[config.mk]
export PLATFORM = sky130hd
export DESIGN_NAME = ifd_decoder
export DESIGN_NICKNAME = d
export VERILOG_FILES = /design/src/pkg/ifd_pkg.sv /design/src/hdl/ifd_decoder.sv
export VERILOG_INCLUDE_DIRS = /design/src /design/src/pkg
export SDC_FILE = /design/constraint.sdc
export NUM_CORES = 1
export LEC_CHECK = 0
export BUFFER_PORTS_ARGS = -buffer_cell sky130_fd_sc_hd__buf_2
export CAP_MARGIN = 10
export CORE_ASPECT_RATIO = 0.75
export CORE_MARGIN = 4
export CORE_UTILIZATION = 35
export DETAILED_ROUTE_END_ITERATION = 12
export GPL_TIMING_DRIVEN = 0
export PLACE_DENSITY_LB_ADDON = 0.25
export SLEW_MARGIN = 25
export SYNTH_ARGS = -nofsm -noshare
export SYNTH_HDL_FRONTEND = slang
export SYNTH_SLANG_ARGS = --single-unit
[constraint.sdc]
create_clock -name clk -period 10.5 [get_ports clk]
set_input_delay 2.1 -clock clk [delete_from_list [all_inputs] [get_ports clk]]
set_output_delay 2.1 -clock clk [all_outputs]
set_load 0.005 [all_outputs]
[src/pkg/ifd_defs.svh]
// Constants for the instruction format decoder
// Functional notes
// - Table pointer modes: unchanged, post-increment, post-decrement, pre-increment.
// - Relative targets are signed displacements; absolute targets are direct addresses.
// - Fast bit 0 leaves shadows alone; 1 saves or restores them.
// - Table pointer is 21 bits wide; table latch is 8 bits.
// - Don't-care positions never affect decoding; tools fill them with zero.
// - Indexed indirect addressing uses 7-bit source and destination offsets.
// - Byte format: opcode high, dest bit 9, bank bit 8, address 7..0.
// - Bank bit 0 forces access bank; 1 uses bank selector register.
// - File move: 12-bit source in word one, 1111 plus destination in two.
// - Bit format: bit index 11..9, bank bit 8, address 7..0.
// - Literal format: opcode 15..8, immediate 7..0.
// - Absolute jump target: low byte word one, bits 19..8 from word two.
// - Call uses jump layout plus fast bit at bit 8.
// - Long relative branch: opcode 15..11, 11-bit displacement 10..0.
// - Conditional branch: opcode 15..8, 8-bit displacement 7..0.
// - A lone second word, top four bits ones, executes as no-operation.
// - Instruction cycle is four clocks; a taken branch decoded from a single word adds one idle cycle.
`ifndef IFD_DEFS_SVH
`define IFD_DEFS_SVH
`define IFD_PC_W 21
`define IFD_TABLE_PTR_W 21
`define IFD_LATCH_W 8
`define IFD_PHASES 4
`define IFD_SECOND_TAG 4'hF
`define IFD_OP_FILE_MOVE 4'hC
`define IFD_OP_ABS_JUMP 8'hEF
`define IFD_OP_CALL 7'h76
`define IFD_OP_LONG_REL 5'h1A
`define IFD_OP_COND_LO 8'hE2
`define IFD_OP_COND_HI 8'hE6
`define IFD_OP_TBL 12'h000
`define IFD_OP_LIT 5'h01
`define IFD_BIT_NIB_LO 4'h7
`define IFD_BIT_NIB_HI 4'hB
`define IFD_OP_SUBFSR 8'hE9
`define IFD_OP_ADDFSR 8'hE8
`define IFD_ZOFF_W 7
`endif

[src/pkg/ifd_pkg.sv]
// Types for the instruction format decoder
package ifd_pkg;
  typedef enum logic [3:0] {
    IFD_TBL_KEEP = 4'h1,
    IFD_TBL_POSTINC = 4'h2,
    IFD_TBL_POSTDEC = 4'h4,
    IFD_TBL_PREINC = 4'h8
  } ifd_tbl_mode_type;
  typedef enum logic [7:0] {
    IFD_FMT_BYTE = 8'h01,
    IFD_FMT_MOVE = 8'h02,
    IFD_FMT_BIT = 8'h04,
    IFD_FMT_LIT = 8'h08,
    IFD_FMT_JUMP = 8'h10,
    IFD_FMT_LONGREL = 8'h20,
    IFD_FMT_CONDREL = 8'h40,
    IFD_FMT_NOP = 8'h80
  } ifd_fmt_type;
  typedef enum logic [2:0] {
    IFD_ST_FIRST = 3'h1,
    IFD_ST_SECOND = 3'h2,
    IFD_ST_FLUSH = 3'h4
  } ifd_state_type;
  typedef struct packed {
    ifd_fmt_type fmt;
    logic [7:0] opcode;
    logic dest_to_file;
    logic use_bank_sel;
    logic [11:0] src_addr;
    logic [11:0] dst_addr;
    logic [2:0] bit_index;
    logic [7:0] literal;
    logic fast;
    logic [20:0] target;
    logic is_relative;
    logic table_op;
    ifd_tbl_mode_type tbl_mode;
    logic [6:0] zoff_src;
    logic [6:0] zoff_dst;
  } ifd_dec_type;
endpackage

[src/hdl/ifd_decoder.sv]
// Instruction format decoder with two-word pairing and cycle pacing
`timescale 1ns/1ps
`default_nettype none
`include "ifd_defs.svh"
module ifd_decoder
  import ifd_pkg::*;
(
  // Clock and reset
  input wire logic clk,
  input wire logic reset,
  // Fetched word
  input wire logic word_valid,
  input wire logic [15:0] word_in,
  input wire logic [20:0] pc_in,
  // Execute feedback
  input wire logic flow_change,
  // Decoded output
  output logic dec_valid,
  output ifd_dec_type dec_out,
  output logic phase_last,
  output logic word_ready
);
  // Sign-extend an 8-bit or 11-bit displacement and form a word target
  function automatic logic [20:0] rel_target(input logic [20:0] pc,
      input logic [10:0] disp, input logic wide);
    logic [20:0] ext;
    ext = wide ? {{10{disp[10]}}, disp} : {{13{disp[7]}}, disp[7:0]};
    rel_target = pc + 21'h000002 + {ext[19:0], 1'b0};
  endfunction
  ifd_state_type state_reg, state_next;
  logic [1:0] phase_reg, phase_next;
  logic [15:0] first_reg, first_next;
  ifd_dec_type dec_reg, dec_next;
  logic valid_reg, valid_next;
  logic step;
  ifd_dec_type d;
  // Phase counter: one instruction cycle is four clocks
  assign step = (phase_reg == 2'(`IFD_PHASES - 1));
  // Next-state and field decode
  always_comb begin
    d = '0;
    d.fmt = IFD_FMT_NOP;
    d.tbl_mode = IFD_TBL_KEEP;
    phase_next = phase_reg + 2'h1;
    state_next = state_reg;
    first_next = first_reg;
    dec_next = dec_reg;
    valid_next = 1'b0;
    if (step) begin
      case (state_reg)
        IFD_ST_FIRST: begin
          if (word_valid) begin
            d.opcode = word_in[15:8];
            d.dest_to_file = word_in[9];
            d.use_bank_sel = word_in[8];
            d.src_addr = {4'h0, word_in[7:0]};
            d.bit_index = word_in[11:9];
            d.literal = word_in[7:0];
            if (word_in[15:4] == `IFD_OP_TBL && word_in[3]) begin
              d.table_op = 1'b1;
              d.fmt = IFD_FMT_LIT;
              case (word_in[1:0])
                2'h0: d.tbl_mode = IFD_TBL_KEEP;
                2'h1: d.tbl_mode = IFD_TBL_POSTINC;
                2'h2: d.tbl_mode = IFD_TBL_POSTDEC;
                default: d.tbl_mode = IFD_TBL_PREINC;
              endcase
              valid_next = 1'b1;
            end else if (word_in[15:12] == `IFD_SECOND_TAG) begin
              d.fmt = IFD_FMT_NOP;
              valid_next = 1'b1;
            end else if (word_in[15:12] == `IFD_OP_FILE_MOVE) begin
              d.fmt = IFD_FMT_MOVE;
              d.src_addr = word_in[11:0];
              first_next = word_in;
              state_next = IFD_ST_SECOND;
            end else if (word_in[15:8] == `IFD_OP_ABS_JUMP
                || word_in[15:9] == `IFD_OP_CALL) begin
              first_next = word_in;
              state_next = IFD_ST_SECOND;
            end else if (word_in[15:11] == `IFD_OP_LONG_REL) begin
              d.fmt = IFD_FMT_LONGREL;
              d.is_relative = 1'b1;
              d.target = rel_target(pc_in, word_in[10:0], 1'b1);
              valid_next = 1'b1;
            end else if (word_in[15:8] >= `IFD_OP_COND_LO
                && word_in[15:8] <= `IFD_OP_COND_HI) begin
              d.fmt = IFD_FMT_CONDREL;
              d.is_relative = 1'b1;
              d.target = rel_target(pc_in, {3'h0, word_in[7:0]}, 1'b0);
              valid_next = 1'b1;
            end else if (word_in[15:8] == `IFD_OP_ADDFSR
                || word_in[15:8] == `IFD_OP_SUBFSR) begin
              d.fmt = IFD_FMT_LIT;
              d.zoff_src = word_in[6:0];
              valid_next = 1'b1;
            end else if (word_in[15:11] == `IFD_OP_LIT) begin
              d.fmt = IFD_FMT_LIT;
              valid_next = 1'b1;
            end else if (word_in[15:12] >= `IFD_BIT_NIB_LO
                && word_in[15:12] <= `IFD_BIT_NIB_HI) begin
              d.fmt = IFD_FMT_BIT;
              valid_next = 1'b1;
            end else if (word_in[15:12] == 4'hE || word_in[15:12] == 4'hD) begin
              d.fmt = IFD_FMT_JUMP;
              d.fast = word_in[0];
              valid_next = 1'b1;
            end else begin
              d.fmt = IFD_FMT_BYTE;
              valid_next = 1'b1;
            end
            if (valid_next) begin
              dec_next = d;
              if (flow_change)
                state_next = IFD_ST_FLUSH;
            end
          end
        end
        IFD_ST_SECOND: begin
          if (word_valid) begin
            d = '0;
            d.tbl_mode = IFD_TBL_KEEP;
            d.opcode = first_reg[15:8];
            if (word_in[15:12] != `IFD_SECOND_TAG) begin
              d.fmt = IFD_FMT_NOP;
            end else if (first_reg[15:12] == `IFD_OP_FILE_MOVE) begin
              d.fmt = IFD_FMT_MOVE;
              d.src_addr = first_reg[11:0];
              d.dst_addr = word_in[11:0];
              d.zoff_src = first_reg[6:0];
              d.zoff_dst = word_in[6:0];
            end else begin
              d.fmt = IFD_FMT_JUMP;
              d.target = {1'b0, word_in[11:0], first_reg[7:0]};
              if (first_reg[15:9] == `IFD_OP_CALL)
                d.fast = first_reg[8];
            end
            dec_next = d;
            valid_next = 1'b1;
            state_next = IFD_ST_FIRST;
          end
        end
        IFD_ST_FLUSH: begin
          state_next = IFD_ST_FIRST;
        end
        default: begin
          state_next = IFD_ST_FIRST;
        end
      endcase
    end
  end
  // Register all decoder state; don't-care bits reach only the field copies above
  always_ff @(posedge clk) begin
    if (reset) begin
      state_reg <= IFD_ST_FIRST;
      phase_reg <= 2'h0;
      first_reg <= 16'h0000;
      dec_reg <= '0;
      valid_reg <= 1'b0;
    end else begin
      state_reg <= state_next;
      phase_reg <= phase_next;
      first_reg <= first_next;
      dec_reg <= dec_next;
      valid_reg <= valid_next;
    end
  end
  // Output flops
  logic last_reg, ready_reg;
  always_ff @(posedge clk) begin
    if (reset) begin
      last_reg <= 1'b0;
      ready_reg <= 1'b0;
    end else begin
      last_reg <= (phase_next == 2'(`IFD_PHASES - 1));
      ready_reg <= (phase_next == 2'(`IFD_PHASES - 1))
        && (state_next != IFD_ST_FLUSH);
    end
  end
  assign dec_valid = valid_reg;
  assign dec_out = dec_reg;
  assign phase_last = last_reg;
  assign word_ready = ready_reg;
endmodule // ifd_decoder
`default_nettype wire

Word level (Yosys, flattened, before mapping)
Index checks and enable logic that the tools add are counted.

storage, ports and cells
  bits in registers = 119
  bits of input ports = 41
  output and inout bits = 98
  word-level logic and storage cells = 138

cells by class
  add/sub/neg operators = 4
  $lt $le $gt $ge = 4
  eq/ne operators = 23
  mux-type cells = 69
  bitwise gates (word level) = 3
  reductions and logical operators = 14

operators by type and width
  cell                                                       number
  two-way mux 95 bit                                         3
  case mux 95 bit (2 select lines)                           1
  two-way mux 23 bit                                         4
  two-way mux 22 bit                                         4
  two-way mux 8 bit                                          10
  two-way mux 7 bit                                          7
  two-way mux 24 bit                                         2
  adder 21 bit                                               2
  two-way mux 12 bit                                         3
  two-way mux 16 bit                                         2
  two-way mux 14 bit                                         2
  two-way mux 3 bit                                          9
  equality test 8 bit (second input constant)                3
  adder 21 x 2 -> 21 bit (second input constant)             1
  equality test 4 bit (second input constant)                5
  two-way mux 1 bit                                          16
  two-way mux 5 bit                                          3
  equality test 7 bit (second input constant)                2
  logical NOT 12 bit                                         1
  case mux 4 bit (3 select lines)                            1
  greater-or-equal comparator 8 bit (second input constant)  1
  <= comparator 8 bit (second input constant)                1
  equality test 2 bit (second input constant)                3
  case mux 3 bit (2 select lines)                            1
  other kinds (21)                                           30

Logic depth before layout (Yosys ltp)
  depth after elaboration = 15
  depth in mapped cells = 15
  mapped depth without buffers = 15

Least setup slack after synthesis
OpenSTA, ideal clock, no wires.

  path kind = input to register
  from = input port pc_in[1]
  to = register dec_reg, in the netlist dec_out[40]
  data arrival time = 4.679 ns
  data required time = 10.369 ns
  slack = 5.690 ns
  stages = 14
  buffers on the path = 0
  path through = ha_1 -> nand2_1 -> nor3_1 -> nand2_1 -> nor2_1 -> xor2_1 -> ha_1 -> a21o_1 -> a31o_2 -> nand3_1 -> nand2_1 -> or4_1 -> a41oi_1 -> o22ai_1

on the way
  longest elaborated chain between the ends = 11
  elaborated cells between the ends (all ways) = 12
  those cells by class = add/sub: 3; mux: 9

RTL lines
  element                               line                RTL
  start, declared                       ifd_decoder.sv:14   input wire logic [20:0] pc_in,
  adder 21 x 2 -> 21 bit (*)            ifd_decoder.sv:28   rel_target = pc + 21'h000002 + {ext[19:0], 1'b0};
  adder 21 bit                          ifd_decoder.sv:28
  two-way mux 22 bit                    ifd_decoder.sv:86   end else if (word_in[15:8] >= `IFD_OP_COND_LO
  two-way mux 22 bit (*)                ifd_decoder.sv:81   end else if (word_in[15:11] == `IFD_OP_LONG_REL) begin
  two-way mux 23 bit (*)                ifd_decoder.sv:77   end else if (word_in[15:8] == `IFD_OP_ABS_JUMP
  two-way mux 23 bit (*)                ifd_decoder.sv:72   end else if (word_in[15:12] == `IFD_OP_FILE_MOVE) begin
  two-way mux 23 bit (*)                ifd_decoder.sv:69   end else if (word_in[15:12] == `IFD_SECOND_TAG) begin
  two-way mux 23 bit (*)                ifd_decoder.sv:59   if (word_in[15:4] == `IFD_OP_TBL && word_in[3]) begin
  two-way mux 95 bit (*)                ifd_decoder.sv:112  if (valid_next) begin
  two-way mux 95 bit (*)                ifd_decoder.sv:52   if (word_valid) begin
  case mux 95 bit (2 select lines) (*)  ifd_decoder.sv:50   case (state_reg)
  end signal, assigned                  ifd_decoder.sv:164  dec_reg <= dec_next;
  end, declared                         ifd_decoder.sv:33   ifd_dec_type dec_reg, dec_next;

Every way passes the cells marked *; elsewhere a longest branch is shown, timed or not. The select of a mux whose other input is x is not followed.
A chain may end at the register's enable or synchronous reset.

Worst setup path after layout
Same ends and word-level chain as after synthesis.

==> metrics <==
status=complete, no violations; detailed-placement wirelength estimate=roughly 19 mm; initial core utilization=35.79%; Synth Flop Type=dfxtp_1; Worst Path Arrival=about 5.4 ns; Synthesis Warnings=0; first-pass GRT wire length=37.67 mm; port bufs=between 100 and 150; number of flip-flops in the largest register=87; met2 global-route usage=31.22%; CP Data Required Time=between 10 and 15 ns; Post-synth EDFFs=0; cts hold-fix bufs=0; most used routing layer=met1; power consumption=just under 0.001 W; Clock Sink Count=111; CP Cell Sequence=buf_2, ha_1, nand2_1, nor3_1, nand2_1, nor2_1, nand2_1, xnor2_1, ha_1, a21o_1, a31o_2, nand3_1, nand2_1, or4_1, a41oi_1, o22ai_1; Synth Cell Area=approximately 6700 um2; Critical Path Sink Type=flop; Worst-Skew Late Latency=0.35 ns; clock power share=35.4%; Die Ht=127.5 um; Slew Limit Headroom=a little over half; Leak=roughly 3.3 nW; antenna-violating nets left=0; met1 Usage GRT=35.12%; RSZ-0062 raised after global routing=no; initial antenna violation count=0; asr flop ratio synth=0%; gr ovfl total=0; critical path's most frequent cell=nand2_1; Clock Path Buffers=2; share of cells above drive strength 1=21.22%; Resize count post-CTS=0; Syn Area/Cell=slightly below 8 um2; Comb power frac=19.5%; f_max=192.6 MHz; die area=between 20000 and 25000 um2; vias in the first global route=about 6500; switching part of the total=30.79%; Syn-to-layout area delta=19.27%; PwrDens=between 100 and 150 nW/um2; cts bufs inserted=9; drt wl/cell=19.68 um; maxcap violations=0; routability-driven placement congestion ratio=0.9493; worst path bufs/invs=1; most frequent cells in the layout=buf_2 (158), dfxtp_1 (111), nand2_1 (110), a21oi_1 (90), nand3_1 (67); maximum VDD drop=approximately 0.066 mV; area share of the largest cell type after synthesis=about 33%; endpoints failing hold=0; slowest CP cell=or4_1; H-tree depth=3; largest cells by area after synthesis=dfxtp_1 (33%), a21oi_1 (6.8%), ha_1 (6.8%), nand2_1 (6.2%), nand3_1 (5.0%); fin. max-slew vios=0; Post-CTS Repair Setup Buffers=0; nets=1072; chip width=167.3 um; residual DRC count=0; first drt pass iteration count=5; Yosys reg bits=111; minimum clock period=5.191 ns; Worst Skew=0.01030 ns; sequential share of power=45.0%; post-synth top area cell=dfxtp_1; CP peak stage delay=about 0.46 ns; total negative slack=0 ns; Clk Tree Root Cell=clkbuf_16; commonest non-fill, non-tap cell in the layout=buf_2; final setup fails=0; Hold Crit Class=reg -> reg; TritonCTS clock tree=built; sequential share of the synthesized area=33.35%; all-layer global routing usage=22.35%; syn_nets=926; fin cells=1246; Internal=0.0006662 W; Post-Synthesis Cells=roughly 850; largest net degree at the start of global routing=21; hold_ws=0.4438 ns; Largest delay share family, worst path=simple AND/OR/NAND/NOR gates; Worst setup SP type=input port; CP Max Fanout=7; Clock Pin Slew Worst Setup and Hold Paths=0.08 ns; met3 Track Usage GR=5.073%; Vias/cell=5.632; kind of critical path=in -> reg; actual slew at the worst max-slew pin=0.7124 ns; via count=7018; DR iter-0 viols=613; IO Count=139; CORE AREA=18620 um2; row count=43; Synth cell types=73; routed wire length=24.52 mm; crit share post-route=49.44%; antenna cell count=0; number of fill cells=2002; Psw=0.0002964 W; Inst Count DP=roughly 1200
[final cells by class]
class | instances | area, um2 | share of cell area (%)
plain buffers | 67 | 326.6 | 4.110
inverters | 15 | 56.30 | 0.7085
repair buffers | 135 | 675.6 | 8.503
clock buffers | 9 | 225.2 | 2.834
flip-flops and latches | 111 | 2222 | 27.96
multi-input cells | 655 | 4063 | 51.13
clock inverters | 7 | 68.82 | 0.8660
well taps | 247 | 309.0 | 3.889
[kinds of logic (layout without fill, tap and decap cells)]
logic type	Yosys count	count (layout)	synth area share (%)
buf+inv	82	233	5.746
mux	2	2	0.3005
xor+xnor	35	35	4.826
compound gates	243	243	23.98
flops	111	111	33.35
simple gates	338	338	24.73
fa+ha+maj	37	37	7.061
[synth_stat cells, types with 3 or more instances]
cell type,instances
or3_1,8
nor2_1,65
nand2b_1,4
ha_1,36
a21o_1,12
and3_1,8
and2_1,6
a211o_1,8
xor2_1,15
nor2b_1,4
a311oi_1,8
o21ai_0,36
nand3_1,67
a32oi_1,4
nor4b_1,3
nand4_1,9
or2_2,4
a211oi_1,8
a22oi_1,4
o21a_1,5
buf_4,8
nand3b_1,6
a21oi_1,90
nor3_1,22
nor4_1,4
inv_1,15
a221oi_1,15
clkbuf_1,29
xnor2_1,19
buf_1,4
nand2_1,110
o31ai_1,5
a31oi_1,17
nor3b_1,3
buf_2,23
dfxtp_1,111
o211ai_1,5
[routing by layer]
| layer | part of all wire, % | wire, um |
|---|---|---|
| met1 | 50 | 12330 |
| met2 | 40 | 9884 |
| met3 | 8.6 | 2097 |
| met4 | 0.85 | 208 |
| met5 | 0 | 0 |
[worst reg2reg max path: stages, from the launching register on]
cell and delay, ns:
dfxtp_1 0.35, ha_1 0.21, nand3b_1 0.13, nor3b_2 0.59
a21oi_1 0.36, buf_2 0.30, buf_2 0.24, a221oi_1 0.46
nor2_1 0.09
[stage by stage]
stage	utilization, %	worst slack (ns)	cell area, um2
floorplan	-	5.690	6663
global placement	41.08	4.966	7647
detailed placement	41.08	4.939	7647
CTS	42.66	5.300	7941
global route	42.69	4.998	7946
finish	42.69	5.309	7946
[worst paths after layout]
| path | startpoint | to | slack, ns | cells past startpoint |
|---|---|---|---|---|
| setup / recovery | pc_in[1] | dec_out[40] | 5.31 | 16 |
| hold / removal | phase_reg[0] | phase_reg[0] | 0.44 | 1 |
| setup reg to reg | phase_reg[0] | dec_out[72] | 7.65 | 8 |
| hold reg to reg | phase_reg[0] | phase_reg[0] | 0.44 | 1 |
[power by group through the flow]
stage | Combinational (W) | Clock, W | Sequential [W]
after global placement | 0.000183 | 0 | 0.000443
after detailed placement | 0.000184 | 0 | 0.000443
after global routing | 0.000208 | 0.000362 | 0.000434
after CTS | 0.000185 | 0.000345 | 0.000433
after floorplan | 0.000121 | 0 | 0.000443
final | 0.000188 | 0.000341 | 0.000433
(Power assumes the default switching activity.)
